## config.mk

```make
export PLATFORM = sky130hd
export DESIGN_NAME = wdf_fifo_flat
export DESIGN_NICKNAME = d
export VERILOG_FILES = /design/src/wdf_if.sv /design/src/wdf_fifo.sv /design/src/flat_wrapper.sv
export VERILOG_INCLUDE_DIRS = /design/src
export SDC_FILE = /design/constraint.sdc
export NUM_CORES = 1
export LEC_CHECK = 0
export ABC_AREA = 0
export ABC_CLOCK_PERIOD_IN_PS = 4900
export BUFFER_PORTS_ARGS = -buffer_cell sky130_fd_sc_hd__buf_2
export CAP_MARGIN = 30
export CORE_UTILIZATION = 55
export CTS_BUF_LIST = sky130_fd_sc_hd__clkbuf_4 sky130_fd_sc_hd__clkbuf_8 sky130_fd_sc_hd__clkbuf_16
export DETAILED_ROUTE_END_ITERATION = 6
export PLACE_DENSITY = 0.86
export SLEW_MARGIN = 20
export SYNTH_ARGS = -nofsm -noshare
export SYNTH_HDL_FRONTEND = slang
export SYNTH_SLANG_ARGS = --single-unit
```

## constraint.sdc

```tcl
create_clock -name i_ref_clk -period 4.9 [get_ports i_ref_clk]
set_clock_uncertainty 0.1 [all_clocks]
set_input_delay 0 -clock i_ref_clk [delete_from_list [all_inputs] [get_ports i_ref_clk]]
set_output_delay 0 -clock i_ref_clk [all_outputs]
set_load 0.01 [all_outputs]
```

## src/wdf_map.svh

```systemverilog
// default widths, lane width and reset values of the write-data channel fifo
// assumes inclusion by bare name from every file that needs the constants
`ifndef WDF_MAP_SVH
`define WDF_MAP_SVH

`define WDF_DATA_W       64
`define WDF_ID_W         4
`define WDF_USER_W       1
`define WDF_ADDR_W       4
`define WDF_LANE_W       8
`define WDF_PF_RST       1'b0
`define WDF_PE_RST       1'b1
`define WDF_VLD_RST      1'b0

`endif

```

## src/wdf_if.sv

```systemverilog
// write-data channel between the fifo and its upstream master / downstream slave
// assumes both ends run on the same clock
`timescale 1ns/1ns
`include "wdf_map.svh"
interface wdf_if #(
  parameter int DW = `WDF_DATA_W,
  parameter int IW = `WDF_ID_W,
  parameter int UW = `WDF_USER_W,
  parameter int AW = `WDF_ADDR_W
);
  logic [IW-1:0]   s_wid;
  logic [DW-1:0]   s_wdata;
  logic [DW/8-1:0] s_wstrb;
  logic            s_wlast;
  logic [UW-1:0]   s_wuser;
  logic            s_wvalid;
  logic            s_wready;
  logic [IW-1:0]   m_wid;
  logic [DW-1:0]   m_wdata;
  logic [DW/8-1:0] m_wstrb;
  logic            m_wlast;
  logic [UW-1:0]   m_wuser;
  logic            m_wvalid;
  logic            m_wready;
  logic [AW-1:0]   prog_full_thresh;
  logic [AW-1:0]   prog_empty_thresh;
  logic            prog_full;
  logic            prog_empty;

  modport fifo_mp (
    input  s_wid, s_wdata, s_wstrb, s_wlast, s_wuser, s_wvalid,
    output s_wready,
    output m_wid, m_wdata, m_wstrb, m_wlast, m_wuser, m_wvalid,
    input  m_wready,
    input  prog_full_thresh, prog_empty_thresh,
    output prog_full, prog_empty
  );

  modport peer_mp (
    output s_wid, s_wdata, s_wstrb, s_wlast, s_wuser, s_wvalid,
    input  s_wready,
    input  m_wid, m_wdata, m_wstrb, m_wlast, m_wuser, m_wvalid,
    output m_wready,
    output prog_full_thresh, prog_empty_thresh,
    input  prog_full, prog_empty
  );
endinterface

```

## src/wdf_fifo.sv

```systemverilog
// write-data channel fifo: stores beats from the master, replays them to the slave
// assumes one clock, synchronous reset, peer keeps valid/ready handshakes
// Overview of operation
// - write ready high exactly when space remains
// - downstream fields come from stored word
// - id tag forwarded unchanged with its beat
// - data width 8 to 512, both ports
// - one strobe bit per data byte
// - strobe bit 7 covers top byte at 64
// - last flag kept with each stored beat
// - valid high only while a beat presented
// - slave ready paces reads from the fifo
// - full threshold taken while reset asserted
// - empty threshold taken while reset asserted
// - full flag high when count at or above threshold
// - empty flag high when count at or under threshold
`timescale 1ns/1ns
`include "wdf_map.svh"
module wdf_fifo #(
  parameter int DW = `WDF_DATA_W,
  parameter int IW = `WDF_ID_W,
  parameter int UW = `WDF_USER_W,
  parameter int AW = `WDF_ADDR_W
) (
  input  wire logic   i_ref_clk,
  input  wire logic   i_rst,
  wdf_if.fifo_mp      bus,
  output logic [AW:0] o_data_count
);

  localparam int SW       = DW / `WDF_LANE_W;
  localparam int WW       = IW + UW + 1 + SW + DW;
  localparam int DEPTH    = 1 << AW;
  localparam int STRB_LSB = DW;
  localparam int LAST_BIT = DW + SW;
  localparam int USER_LSB = DW + SW + 1;
  localparam int ID_LSB   = DW + SW + 1 + UW;
  localparam logic [AW:0] DEPTH_C = (AW+1)'(DEPTH);

  logic [WW-1:0] mem [DEPTH];

  logic [AW-1:0] wr_ptr;
  logic [AW-1:0] rd_ptr;
  logic [AW:0]   mem_cnt_reg;
  logic [AW:0]   mem_cnt_next;
  logic [AW:0]   count_reg;
  logic [AW:0]   count_next;
  logic          out_vld_reg;
  logic          out_vld_next;
  logic [WW-1:0] out_word_reg;
  logic [WW-1:0] out_word_next;
  logic          pf_reg;
  logic          pf_next;
  logic          pe_reg;
  logic          pe_next;
  logic [AW-1:0] full_th_reg;
  logic [AW-1:0] full_th_next;
  logic [AW-1:0] empty_th_reg;
  logic [AW-1:0] empty_th_next;
  logic          push;
  logic          pop_out;
  logic          load;
  logic [WW-1:0] in_word;

  // stored word layout: id, user, last, strobes, data (lane n = bits 8n+7:8n)
  assign in_word = {bus.s_wid, bus.s_wuser, bus.s_wlast, bus.s_wstrb, bus.s_wdata};

  assign bus.s_wready = (mem_cnt_reg != DEPTH_C);
  assign push         = bus.s_wvalid && bus.s_wready;
  assign pop_out      = out_vld_reg && bus.m_wready;
  assign load         = (mem_cnt_reg != '0) && (!out_vld_reg || pop_out);

  // array pointers, one step per accepted write beat and one per output-stage load
  wdf_ptr #(
    .AW (AW)
  ) i_wr_ptr (
    .i_ref_clk (i_ref_clk),
    .i_rst     (i_rst),
    .i_step    (push),
    .o_ptr     (wr_ptr)
  );

  wdf_ptr #(
    .AW (AW)
  ) i_rd_ptr (
    .i_ref_clk (i_ref_clk),
    .i_rst     (i_rst),
    .i_step    (load),
    .o_ptr     (rd_ptr)
  );

  // output stage: refilled from the array whenever it is empty or being emptied
  always_comb begin
    out_vld_next  = out_vld_reg;
    out_word_next = out_word_reg;
    if (load) begin
      out_vld_next  = 1'b1;
      out_word_next = mem[rd_ptr];
    end else if (pop_out) begin
      out_vld_next = 1'b0;
    end
    if (i_rst) begin
      out_vld_next  = `WDF_VLD_RST;
      out_word_next = '0;
    end
  end

  always_ff @(posedge i_ref_clk) begin
    out_vld_reg  <= out_vld_next;
    out_word_reg <= out_word_next;
  end

  // array words alone gate write ready; array plus output stage feed the flags
  always_comb begin
    mem_cnt_next = mem_cnt_reg + {{AW{1'b0}}, push} - {{AW{1'b0}}, load};
    count_next   = mem_cnt_next + {{AW{1'b0}}, out_vld_next};
    if (i_rst) begin
      mem_cnt_next = '0;
      count_next   = '0;
    end
  end

  always_ff @(posedge i_ref_clk) begin
    mem_cnt_reg <= mem_cnt_next;
    count_reg   <= count_next;
  end

  // flags registered on the same edge as the count they describe
  always_comb begin
    pf_next = (count_next >= {1'b0, full_th_reg});
    pe_next = (count_next <= {1'b0, empty_th_reg});
    if (i_rst) begin
      pf_next = `WDF_PF_RST;
      pe_next = `WDF_PE_RST;
    end
  end

  always_ff @(posedge i_ref_clk) begin
    pf_reg <= pf_next;
    pe_reg <= pe_next;
  end

  // thresholds sampled only under reset, so they never move under a live count
  always_comb begin
    full_th_next  = full_th_reg;
    empty_th_next = empty_th_reg;
    if (i_rst) begin
      full_th_next  = bus.prog_full_thresh;
      empty_th_next = bus.prog_empty_thresh;
    end
  end

  always_ff @(posedge i_ref_clk) begin
    full_th_reg  <= full_th_next;
    empty_th_reg <= empty_th_next;
  end

  // storage array, written only on an accepted beat
  always_ff @(posedge i_ref_clk) begin
    if (push && !i_rst) begin
      mem[wr_ptr] <= in_word;
    end
  end

  // unpack the presented word onto the downstream channel
  assign bus.m_wdata  = out_word_reg[DW-1:0];
  assign bus.m_wstrb  = out_word_reg[STRB_LSB +: SW];
  assign bus.m_wlast  = out_word_reg[LAST_BIT];
  assign bus.m_wuser  = out_word_reg[USER_LSB +: UW];
  assign bus.m_wid    = out_word_reg[ID_LSB +: IW];
  assign bus.m_wvalid = out_vld_reg;
  assign bus.prog_full  = pf_reg;
  assign bus.prog_empty = pe_reg;
  assign o_data_count   = count_reg;

endmodule // wdf_fifo

// wrapping pointer into the storage array
module wdf_ptr #(
  parameter int AW = `WDF_ADDR_W
) (
  input  wire logic     i_ref_clk,
  input  wire logic     i_rst,
  input  wire logic     i_step,
  output logic [AW-1:0] o_ptr
);

  logic [AW-1:0] ptr_reg;
  logic [AW-1:0] ptr_next;

  always_comb begin
    ptr_next = ptr_reg;
    if (i_step) begin
      ptr_next = ptr_reg + 1'b1;
    end
    if (i_rst) begin
      ptr_next = '0;
    end
  end

  always_ff @(posedge i_ref_clk) begin
    ptr_reg <= ptr_next;
  end

  assign o_ptr = ptr_reg;

endmodule // wdf_ptr

```

## src/flat_wrapper.sv

```systemverilog
// flat-port wrapper written by rule: the top's interface ports become plain ports
module wdf_fifo_flat 
#(
  parameter int DW = `WDF_DATA_W,
  parameter int IW = `WDF_ID_W,
  parameter int UW = `WDF_USER_W,
  parameter int AW = `WDF_ADDR_W
)
  (i_ref_clk, i_rst, o_data_count, bus_s_wid, bus_s_wdata, bus_s_wstrb, bus_s_wlast, bus_s_wuser, bus_s_wvalid, bus_s_wready, bus_m_wid, bus_m_wdata, bus_m_wstrb, bus_m_wlast, bus_m_wuser, bus_m_wvalid, bus_m_wready, bus_prog_full_thresh, bus_prog_empty_thresh, bus_prog_full, bus_prog_empty);
  wdf_if #(.DW(DW), .IW(IW), .UW(UW), .AW(AW)) bus_i ();
  input  wire logic i_ref_clk;
  input  wire logic i_rst;
  output logic [AW:0] o_data_count;
  input wire logic [$bits(bus_i.s_wid)-1:0] bus_s_wid;
  input wire logic [$bits(bus_i.s_wdata)-1:0] bus_s_wdata;
  input wire logic [$bits(bus_i.s_wstrb)-1:0] bus_s_wstrb;
  input wire logic [$bits(bus_i.s_wlast)-1:0] bus_s_wlast;
  input wire logic [$bits(bus_i.s_wuser)-1:0] bus_s_wuser;
  input wire logic [$bits(bus_i.s_wvalid)-1:0] bus_s_wvalid;
  output wire logic [$bits(bus_i.s_wready)-1:0] bus_s_wready;
  output wire logic [$bits(bus_i.m_wid)-1:0] bus_m_wid;
  output wire logic [$bits(bus_i.m_wdata)-1:0] bus_m_wdata;
  output wire logic [$bits(bus_i.m_wstrb)-1:0] bus_m_wstrb;
  output wire logic [$bits(bus_i.m_wlast)-1:0] bus_m_wlast;
  output wire logic [$bits(bus_i.m_wuser)-1:0] bus_m_wuser;
  output wire logic [$bits(bus_i.m_wvalid)-1:0] bus_m_wvalid;
  input wire logic [$bits(bus_i.m_wready)-1:0] bus_m_wready;
  input wire logic [$bits(bus_i.prog_full_thresh)-1:0] bus_prog_full_thresh;
  input wire logic [$bits(bus_i.prog_empty_thresh)-1:0] bus_prog_empty_thresh;
  output wire logic [$bits(bus_i.prog_full)-1:0] bus_prog_full;
  output wire logic [$bits(bus_i.prog_empty)-1:0] bus_prog_empty;
  assign bus_i.s_wid = bus_s_wid;
  assign bus_i.s_wdata = bus_s_wdata;
  assign bus_i.s_wstrb = bus_s_wstrb;
  assign bus_i.s_wlast = bus_s_wlast;
  assign bus_i.s_wuser = bus_s_wuser;
  assign bus_i.s_wvalid = bus_s_wvalid;
  assign bus_s_wready = bus_i.s_wready;
  assign bus_m_wid = bus_i.m_wid;
  assign bus_m_wdata = bus_i.m_wdata;
  assign bus_m_wstrb = bus_i.m_wstrb;
  assign bus_m_wlast = bus_i.m_wlast;
  assign bus_m_wuser = bus_i.m_wuser;
  assign bus_m_wvalid = bus_i.m_wvalid;
  assign bus_i.m_wready = bus_m_wready;
  assign bus_i.prog_full_thresh = bus_prog_full_thresh;
  assign bus_i.prog_empty_thresh = bus_prog_empty_thresh;
  assign bus_prog_full = bus_i.prog_full;
  assign bus_prog_empty = bus_i.prog_empty;
  wdf_fifo #(.DW(DW), .IW(IW), .UW(UW), .AW(AW)) u_core (.i_ref_clk(i_ref_clk), .i_rst(i_rst), .bus(bus_i), .o_data_count(o_data_count));
endmodule
```

; Word-level counts from Yosys, hierarchy flattened
; Memory sizes are Yosys's and may differ from the RTL's. A register that Yosys moved wholly into a read port is not among the register bits.
; Index checks and enable logic that the tools add are counted.
[word_totals]
output_inout_bits = 87
word_cells = 32
mem_count = 1
regBits = 29
ramBits = 1248
latch_bits = 0
mem_bits_ro = 0
[op_classes]
n_eq_ne = 1
n_shift = 0
div_mod_pow = 0
muxes = 6
n_bitwise = 0
multipliers = 0
n_addsub = 5
reduce_logical = 8
order_cmp = 2
[memory_table]
columns = name, depth, width, read_ports, rd_clocked_by_memory_dff, wr, line
row1 = u_core.mem, 16, 78, 1, 1, 1, wdf_fifo.sv:40  ; logic [WW-1:0] mem [DEPTH];
[ops]
columns = cell, count
row1 = 5-bit by 1-bit adder with 5-bit output, 2
row2 = 4-bit by 1-bit adder with 4-bit output (second input constant), 2
row3 = 5-bit by 4-bit >= comparator with 1-bit output, 1
row4 = 5-bit by 4-bit less-or-equal comparator with 1-bit output, 1
row5 = 1-bit two-way mux, 5
row6 = 5-bit two-way mux, 1
row7 = 5-bit inequality test (second input constant), 1
row8 = 5-bit nonzero test, 1
row9 = 5-bit by 1-bit subtractor with 5-bit output, 1
row10 = 1-bit logical AND, 4
row11 = 1-bit zero test, 2
row12 = 1-bit logical OR, 1

; Logic depth before layout (Yosys ltp)
; Gate-level depths: netlist (run 1).
[logic_depth]
word_depth = 8
depth_mapped = 19
depth_no_buf = 16

; Hierarchy
; From an unflattened synthesis (run 1), not the netlist that was laid out.
[unflattened]
hier_cells = 2235
hier_area_um2 = 50870.0
[modules_own_cells]
columns = mod, seq_area_each_um2, cells_each, area_per_inst_um2, n_inst
row1 = wdf_fifo, 39537.9, 2203, 50512.2, 1
row2 = wdf_ptr, 80.1, 16, 178.9, 2

; Least setup slack after synthesis (run 1)
; OpenSTA, ideal clock, no wires.
[synth_path]
kind = reg2reg
start = register u_core.mem_cnt_reg[2]
end = memory u_core.mem[15][0] (netlist name), enable pin
setup_slack_ps = -298
arrival_ps = 4583
setup_time_ps = 515
path_stages_with_launch = 8
path_cell_list = dfxtp_1 > inv_1 > ha_1 > nand4bb_1 > and2_1 > clkbuf_1 > nand2_1 > nor2_1
[synth_between]
elab_chain_cells = 5
[synth_lines]
columns = item, line
row1 = from (decl), wdf_fifo.sv:44  ; logic [AW:0] mem_cnt_reg;
row2 = from (signal assigned), wdf_fifo.sv:124  ; mem_cnt_reg <= mem_cnt_next;
row3 = 5-bit inequality test, wdf_fifo.sv:68  ; assign bus.s_wready = (mem_cnt_reg != DEPTH_C);
row4 = via bus_s_wready, flat_wrapper.sv:20  ; output wire logic [$bits(bus_i.s_wready)-1:0] bus_s_wready;
row5 = 1-bit logical AND, wdf_fifo.sv:69  ; assign push = bus.s_wvalid && bus.s_wready;
row6 = 1-bit logical AND, wdf_fifo.sv:160  ; if (push && !i_rst) begin
row7 = 1-bit two-way mux, wdf_fifo.sv:160
row8 = 1-bit two-way mux (not written as such), wdf_fifo.sv:161  ; mem[wr_ptr] <= in_word;
row9 = to (decl), wdf_fifo.sv:40
; The timed path passes the listed nets, and every way through them passes these cells.

; Worst setup path in the final report (run 1)
[layout_path]
start = register u_core.mem_cnt_reg[3]
end = register u_core.pe_reg, in the netlist u_core.bus.prog_empty
[layout_between]
elab_chain_cells = 7
[layout_lines]
columns = item, line
row1 = 5-bit inequality test or 5-bit nonzero test (tied branches), "wdf_fifo.sv:68, wdf_fifo.sv:71"
row2 = "1-bit logical AND, on equally long branches", "wdf_fifo.sv:69, wdf_fifo.sv:71"
row3 = 5-bit by 1-bit adder with 5-bit output or 1-bit two-way mux (tied branches), "wdf_fifo.sv:115, wdf_fifo.sv:96"
row4 = 5-bit by 1-bit subtractor with 5-bit output or 1-bit two-way mux (tied branches), "wdf_fifo.sv:115, wdf_fifo.sv:102"
row5 = 5-bit by 1-bit adder with 5-bit output (*), wdf_fifo.sv:116  ; count_next = mem_cnt_next + {{AW{1'b0}}, out_vld_next};
row6 = 5-bit two-way mux (*), wdf_fifo.sv:117  ; if (i_rst) begin
row7 = via u_core.count_next[1], wdf_fifo.sv:47  ; logic [AW:0] count_next;
row8 = 5-bit by 4-bit less-or-equal comparator with 1-bit output (*), wdf_fifo.sv:131  ; pe_next = (count_next <= {1'b0, empty_th_reg});
row9 = to (signal assigned), wdf_fifo.sv:140  ; pe_reg <= pe_next;
row10 = to (decl), wdf_fifo.sv:54  ; logic pe_reg;
; Mark *: on every way through the listed nets, which the timed path passes. The rest lies on a longest branch.
; A chain may end at the register's enable or synchronous reset.

==> results of run 1 <==
## layout make-up
type | count | area (sq um) | share of cell area
diodes | 2 | 5.005 | 0.00008496
clock inverters | 76 | 935.9 | 0.01589
flip-flops and latches | 1355 | 39710 | 0.6741
repair buffers | 329 | 2575 | 0.04371
inverters | 15 | 56.30 | 0.0009558
multi-input cells | 737 | 10670 | 0.1811
clock buffers | 156 | 3402 | 0.05775
well taps | 1243 | 1555 | 0.02640
## through the flow
stage / power (mW) / instance area (sq um)
5_1_grt: 32.18 / 58910
4_1_cts: 31.27 / 58880
3_5_place_dp: 20.78 / 53560
3_3_place_gp: 20.43 / 53500
2_1_floorplan: 18.88 / 51120
6_report: 31.36 / 58910
## path summary, 6_finish.rpt
| kind | start | end | slack (ns) | cells past startpoint |
|---|---|---|---|---|
| worst max register to register | u_core.mem_cnt_reg[3]$_SDFF_PP0_ | u_core.bus.prog_empty$_SDFF_PP1_ | 0.99 | 16 |
| worst max-delay path | u_core.mem_cnt_reg[3]$_SDFF_PP0_ | u_core.bus.prog_empty$_SDFF_PP1_ | 0.99 | 16 |
| worst min register to register | u_core.out_word_reg[39]$_SDFFE_PP0P_ | u_core.out_word_reg[39]$_SDFFE_PP0P_ | 0.48 | 2 |
| worst min-delay path | bus_s_wdata[59] | u_core.mem[0][59]$_DFFE_PP_ | 0.10 | 2 |
## per-layer routing
| layer | up-vias | wire (um) | global-route usage |
|---|---|---|---|
| met2 | 2437 | 66580 | 0.4729 |
| met1 | 13780 | 45090 | 0.3570 |
| met5 | - | 108 | 0 |
| li1 | 10200 | - | - |
| met3 | 483 | 15360 | 0.06520 |
| met4 | 16 | 6469 | 0.1445 |
## critical path: stages (launching register included)
cell and delay (ns):
sky130_fd_sc_hd__dfxtp_1 0.33, sky130_fd_sc_hd__inv_1 0.09, sky130_fd_sc_hd__ha_1 0.18, sky130_fd_sc_hd__nor4b_2 0.40, sky130_fd_sc_hd__nor2b_4 0.09, sky130_fd_sc_hd__ha_1 0.30
sky130_fd_sc_hd__inv_1 0.05, sky130_fd_sc_hd__ha_1 0.21, sky130_fd_sc_hd__fa_1 0.52, sky130_fd_sc_hd__ha_1 0.29, sky130_fd_sc_hd__nor2b_1 0.24, sky130_fd_sc_hd__ha_1 0.30
sky130_fd_sc_hd__nor2b_1 0.14, sky130_fd_sc_hd__o21a_1 0.17, sky130_fd_sc_hd__o21a_1 0.16, sky130_fd_sc_hd__o21ai_0 0.16, sky130_fd_sc_hd__a21o_1 0.14
## repair_timing
action	CTS	global route
endpoints found under the hold margin	1304	0
resized for setup	0	0
hold buffers	98	0
buffers inserted	0	0
## report_power, final
group	internal [mW]	total (mW)	switching, mW
Sequential	13.2	13.7	0.559
Clock	5.94	10.4	4.46
Combinational	3.38	7.22	3.84
Total	22.5	31.4	8.85
## cells by family (layout without fill, tap and decap cells)
| kind of cell | Yosys count | after routing |
|---|---|---|
| other cells | 0 | 2 |
| simple gates | 62 | 62 |
| xor+xnor | 13 | 13 |
| buf+inv | 150 | 576 |
| flops | 1355 | 1355 |
| compound gates | 248 | 248 |
| fa+ha+maj | 22 | 22 |
| mux | 392 | 392 |
## layout by cell type, fill, tap and decap left out, types with 9 or more instances in the layout
cell type	count
sky130_fd_sc_hd__clkbuf_4	19
sky130_fd_sc_hd__inv_1	15
sky130_fd_sc_hd__clkbuf_16	122
sky130_fd_sc_hd__bufinv_16	19
sky130_fd_sc_hd__clkbuf_8	15
sky130_fd_sc_hd__dfxtp_1	96
sky130_fd_sc_hd__clkinv_1	10
sky130_fd_sc_hd__mux4_1	9
sky130_fd_sc_hd__clkinv_2	27
sky130_fd_sc_hd__buf_2	175
sky130_fd_sc_hd__buf_4	34
sky130_fd_sc_hd__o22ai_2	20
sky130_fd_sc_hd__buf_12	19
sky130_fd_sc_hd__nor2_4	16
sky130_fd_sc_hd__a211oi_2	19
sky130_fd_sc_hd__edfxtp_1	1256
sky130_fd_sc_hd__mux2_2	78
sky130_fd_sc_hd__ha_1	21
sky130_fd_sc_hd__nor2_1	16
sky130_fd_sc_hd__a211oi_1	59
sky130_fd_sc_hd__mux4_2	303
sky130_fd_sc_hd__o22ai_1	136
sky130_fd_sc_hd__dlygate4sd3_1	98
==> results.md, run 1 <==
| Result | Reported | Unit |
|:---|:---|:---|
| Detailed-route wire length per cell | 34.14 | um |
| Mapped Avg Cell Area | 22.80 | sq um |
| Post-Synth Adder-Cell Area | 0.005532 | - |
| RSZ-0062 raised after global routing | no | - |
| Site row count | 111 | - |
| Share of the core filled with cells in the final layout | 0.6417 | - |
| XOR/XNOR share of the synthesized area | 0.002228 | - |
| First-pass GRT wire length | 192,300 | um |
| Overflow left after global routing | 0 | - |
| Status | completed | - |
| Post-DP HPWL | 58,400 | um |
| Number of antenna violations at the first check in global routing | 10 | - |
| Global router's overall resource usage | 0.2859 | - |
| Top FF cell, synth | sky130_fd_sc_hd__edfxtp_1 | - |
| Number of flip-flops under the largest register name | 1,248 | - |
| Clock tree from TritonCTS | done | - |
| Share of the yosys chip area belonging to registers | 0.7767 | - |
| Total power divided by cell area | 532.4 | nW/um^2 |
| Share of async-settable or async-resettable flops after synthesis | 0 | - |
| Slew Limit Fails | 0 | - |
| Final hold violation count | 0 | - |
| Share of the cycle needed by the critical path after routing | 0.7982 | - |
| Setup tns final | 0 | ns |
| Kind of start point of the critical path | flip-flop | - |
| Depth of the CTS H-tree | 3 | - |
| Synth cell count leaders | sky130_fd_sc_hd__edfxtp_1, sky130_fd_sc_hd__mux4_2, sky130_fd_sc_hd__o22ai_1 | - |
| Min setup slack post-route | 0.9887 | ns |
| Finish-stage setup viols | 0 | - |
| Pin count of the biggest net entering global routing | 79 | - |
| Number of nets with antenna violations after routing | 0 | - |
| Required time at the endpoint of the critical path | 5.47 | ns |
| Post-route minimum period | 3.911 | ns |
| RD Place Congestion | 0.7790 | - |
| Number of different library cells in the post-synthesis netlist | 41 | - |
| Buffer cell driving the clock tree root | sky130_fd_sc_hd__clkbuf_16 | - |
| Slew at the pin closest to its max-slew limit | 1.067 | ns |
| Relative slew margins | 0.2885 | - |
| Number of register bits inferred by synthesis | 1,355 | - |
| Count of pins on the block boundary | 177 | - |
| Ratio of cells with drive above 1 in the final layout | 0.3362 | - |
| Combinational family with the most area after synthesis | multiplexers | - |
| Vias in the first global route | 27.98k | - |
| Die Width | 306.8 | um |
| Non-filler instance count after layout | 3,913 | - |
| Cell Area, Synth | 51,110 | sq um |
| Crit path max fanout | 3 | - |
| Number of enable-type register cells in the synthesized netlist | 1,256 | - |
| Initial cell density of the core | 0.5568 | - |
| Overall via count from detail_route | 26.92k | - |
| Post-Synthesis Cells | 2,242 | - |
| Highest attainable clock frequency | 255.7 | MHz |
| Number of clock sinks | 1,355 | - |
| Drt initial violations | 4,246 | - |
| Count of max-cap constraint violations | 0 | - |
| Insertion delay of the later-clocked pin in the worst-skew pair | 0.73 | ns |
| Number of buffers created by CTS | 121 | - |
| Number of detailed-routing iterations run before antenna repair | 5 | - |
| Syn. warnings | 0 | - |
| Placed instance count | 3,580 | - |
| Worst vdd rail ir drop | 0.3547 | mV |
| Worst Hold Margin | 0.1037 | ns |
| Dpl ws | 1.061 | ns |
| Final Routed Wirelength | 133,600 | um |
| Post-synth top area cell | sky130_fd_sc_hd__edfxtp_1 | - |
| Proportion of netlist area held by the largest area contributor | 0.7379 | - |
| FILL cells | 5,308 | - |
| Full die area | 94,150 | sq um |
| Crit Path Class | flip-flop to flip-flop | - |
| Vias per inst | 6.879 | - |
| Compound-cell area share of the yosys netlist | 0.03657 | - |
| Library cell with the highest instance count after synthesis | sky130_fd_sc_hd__edfxtp_1 | - |
| Data arrival time at the worst-slack endpoint | 4.48 | ns |
| Proportion of synthesized area in mux cells | 0.1557 | - |
| Count of input and output buffers | 176 | - |
| Synthesized-area fraction occupied by and/or/nand/nor cells | 0.006047 | - |
| Net count of the mapped netlist | 2,354 | - |
| Area Overhead vs Synth | 15.26 | % |
| Clock edge transition at the registers on the reported setup and hold paths | 0.07 | ns |
| Core Area | 91,800 | sq um |
| Number of nets in the layout | 2,671 | - |
| Static leakage | 18.60 | nW |
| Hold Path Class | primary input to flip-flop | - |
| DR DRC count | 0 | - |
| Top cells by area in the synthesized netlist | sky130_fd_sc_hd__edfxtp_1, sky130_fd_sc_hd__mux4_2, sky130_fd_sc_hd__dfxtp_1 | - |
| CTS Buffer Depth | 3 | - |
| Floorplan die height | 306.8 | um |
| Worst Setup End Kind | flip-flop | - |
Note: power is estimated with default switching activity, not from simulation.
==> inputs of run 2 (changes only) <==
Settings changed: ABC_CLOCK_PERIOD_IN_PS 4900 to 3350.
Clock period 4.9 ns to 3.35 ns, I/O delays scaled along.
==> run 2 against run 1 <==
Net effect: the run now ends with negative setup slack left; via count down 2.4%; first-iteration DRC count is 5.8% lower; sequential cell count stayed put; worst setup slack worse by 1.1 ns; fmax is 11% higher; sequential share of layout area decreased by 1.0 points; cell count up 1.2%; sequential power up 46%; wire length is 5.6% lower; count of clock-buffer cells in the layout is 24 higher; die area unchanged; power rose by 49%; largest power group unchanged.
==> results.md, run 2 (synthesis results as in run 1) <==
| Result | Reported | Unit | vs previous |
|:---|:---|:---|:---|
| Slew Limit Fails | 0 | - | unchanged |
| Worst Hold Margin | 0.06631 | ns | -0.03735 ns |
| Global router's overall resource usage | 0.2680 | - | -0.01790 |
| RSZ-0062 raised after global routing | yes | - |  |
| Clock edge transition at the registers on the reported setup and hold paths | 0.06 | ns | about the same |
| Data arrival time at the worst-slack endpoint | 4.10 | ns | -0.38 ns |
| Depth of the CTS H-tree | 4 | - | +1 |
| Most common library cell in the layout ignoring fill and taps | sky130_fd_sc_hd__edfxtp_1 | - |  |
| Post-route cell area | 59,820 | sq um | +1.5% |
| Floorplan die height | 306.8 | um | unchanged |
| Slew at the pin closest to its max-slew limit | 1.041 | ns | -0.02615 ns |
| Standard cell with the maximum stage delay on the critical path | sky130_fd_sc_hd__fa_2 | - |  |
| Largest stage delay on the critical path | 0.48 | ns | -0.04 ns |
| Highest attainable clock frequency | 284.8 | MHz | +11% |
| Ratio of cells with drive above 1 in the final layout | 0.3514 | - | +0.01519 |
| Buffer cell driving the clock tree root | sky130_fd_sc_hd__clkbuf_16 | - |  |
| Overflow left after global routing | 0 | - | unchanged |
| Total power divided by cell area | 783.1 | nW/um^2 | +47% |
| Pin count of the biggest net entering global routing | 82 | - | +3.8% |
| Status | finished, violations left | - |  |
| Initial cell density of the core | 0.5568 | - | unchanged |
| RD Place Congestion | 0.7864 | - | +0.95% |
| First-pass GRT wire length | 180,700 | um | -6.1% |
| Count of input and output buffers | 176 | - | unchanged |
| Final hold violation count | 0 | - | unchanged |
| Detailed-route wire length per cell | 31.87 | um | -6.7% |
| Worst Setup End Kind | flip-flop | - |  |
| Relative slew margins | 0.3060 | - | +0.01743 |
| Area Overhead vs Synth | 17.04 | % |  |
| Count of pins on the block boundary | 177 | - | unchanged |
| Setup tns final | -0.2790 | ns | -0.2790 ns |
| Number of buffers created by CTS | 133 | - | +9.9% |
| Violations in the final reports | negative setup slack | - |  |
| Min setup slack post-route | -0.1609 | ns | -1.150 ns |
| Number of clock sinks | 1,355 | - | unchanged |
| Clock tree from TritonCTS | done | - |  |
| Hold Path Class | primary input to flip-flop | - |  |
| Vias per inst | 6.641 | - | -3.5% |
| Vias in the first global route | 27.38k | - | -2.1% |
| Number of antenna violations at the first check in global routing | 10 | - | unchanged |
| Drt initial violations | 3,998 | - | -5.8% |
| Family with the most delay on the worst path | adder cells | - |  |
| Number of nets in the layout | 2,713 | - | +1.6% |
| Post-route minimum period | 3.511 | ns | -0.4004 ns |
| Core Area | 91,800 | sq um | unchanged |
| DR DRC count | 0 | - | unchanged |
| Most frequent cells in the layout | sky130_fd_sc_hd__edfxtp_1, sky130_fd_sc_hd__mux4_2, sky130_fd_sc_hd__buf_2 | - |  |
| Die Width | 306.8 | um | unchanged |
| Cells traversed along the worst timing path | inv_2 > ha_4 > nor4b_4 > buf_4 > nor2b_4 > ha_4 > inv_4 > ha_4 > fa_2 > ha_4 > nor2b_4 > ha_4 > nor2b_1 > o21a_1 > o21a_1 > o21ai_1 > a21o_1 | - |  |
| Number of flip-flops under the largest register name | 1,248 | - | unchanged |
| Final Routed Wirelength | 126,100 | um | -5.6% |
| Number of nets with antenna violations after routing | 0 | - | unchanged |
| Dpl ws | -0.4393 | ns | -1.500 ns |
| Count of max-cap constraint violations | 0 | - | unchanged |
| Site row count | 111 | - | unchanged |
| Static leakage | 18.97 | nW | +2.0% |
| Dominant cell type by count on the critical path | sky130_fd_sc_hd__ha_4 | - |  |
| Number of buffers and inverters on the critical path | 3 | - | +1 |
| Number of detailed-routing iterations run before antenna repair | 6 | - | +1 |
| Crit path max fanout | 3 | - | unchanged |
| Overall via count from detail_route | 26.29k | - | -2.4% |
| CTS Buffer Depth | 3 | - | unchanged |
| Finish-stage setup viols | 2 | - | +2 |
| Final Total Pwr | 46.84 | mW | +49% |
| Post-DP HPWL | 58,920 | um | +0.89% |
| Insertion delay of the later-clocked pin in the worst-skew pair | 0.75 | ns | +0.02 ns |
| Worst vdd rail ir drop | 0.6681 | mV | +88% |
| Full die area | 94,150 | sq um | unchanged |
| Post-Place Cell Area | 53,950 | sq um | +0.73% |
| Share of the cycle needed by the critical path after routing | 1.048 | - | +0.2498 |
| Crit Path Class | flip-flop to flip-flop | - |  |
| Kind of start point of the critical path | flip-flop | - |  |
| Required time at the endpoint of the critical path | 3.94 | ns | -1.53 ns |
run 2: cell count changes in the layout (fill, tap and decap cells not counted), moves of 4 or more:
cell / change
sky130_fd_sc_hd__buf_4: +7
sky130_fd_sc_hd__ha_4: +7
sky130_fd_sc_hd__clkbuf_8: -4
sky130_fd_sc_hd__ha_1: -7
sky130_fd_sc_hd__clkinv_2: -11
sky130_fd_sc_hd__clkbuf_16: +16
sky130_fd_sc_hd__buf_12: +23
sky130_fd_sc_hd__clkbuf_4: +12
sky130_fd_sc_hd__clkinv_1: +6
run 2: worst paths after layout:
check	cells past startpoint	start	end	slack (ns)
min reg2reg	2	u_core.out_word_reg[45]$_SDFFE_PP0P_	u_core.out_word_reg[45]$_SDFFE_PP0P_	0.48
max reg2reg	17	u_core.mem_cnt_reg[2]$_SDFF_PP0_	u_core.bus.prog_empty$_SDFF_PP1_	-0.16
max	17	u_core.mem_cnt_reg[2]$_SDFF_PP0_	u_core.bus.prog_empty$_SDFF_PP1_	-0.16
min	2	bus_s_wdata[54]	u_core.mem[13][54]$_DFFE_PP_	0.07
run 2: stage by stage:
stage,util,instances
2_1_floorplan,-,2242
3_3_place_gp,0.5877,3601
3_5_place_dp,0.5877,3601
4_1_cts,0.6504,3949
5_1_grt,0.6516,3957
6_report,0.6516,3958
run 2: area by class of cell:
| cell class | instances | area, sq um |
|---|---|---|
| Inverter | 15 | 58.81 |
| Clock inverter | 66 | 814.5 |
| Fill cell | 5378 | 31980 |
| Timing Repair Buffer | 359 | 3043 |
| Tap cell | 1243 | 1555 |
| Multi-Input combinational cell | 737 | 10790 |
| Sequential cell | 1355 | 39710 |
| Antenna cell | 3 | 7.507 |
| Clock buffer | 180 | 3837 |
run 2: where the power goes:
group          switching, mW  internal [mW]  total, mW  leakage (nW)
Clock                   6.37           9.35       15.7          2.32
Sequential             0.715           19.3       20.0          12.1
Combinational           5.73           5.37       11.1          4.50
run 2: repair_timing:
action / 4_1_cts / 5_1_grt
pin swaps: 8 / 13
setup buffers: 3 / 6
resized for setup: 18 / 11
hold buffers: 99 / 0
endpoints found under the setup margin: 28 / 4
endpoints found under the hold margin: 1294 / 0
run 2: per-layer routing:
metal  share of wire  global-route usage
met3            0.11             0.06354
met2            0.51              0.4478
met5         0.00059                   0
met4           0.037              0.1138
met1            0.35              0.3380
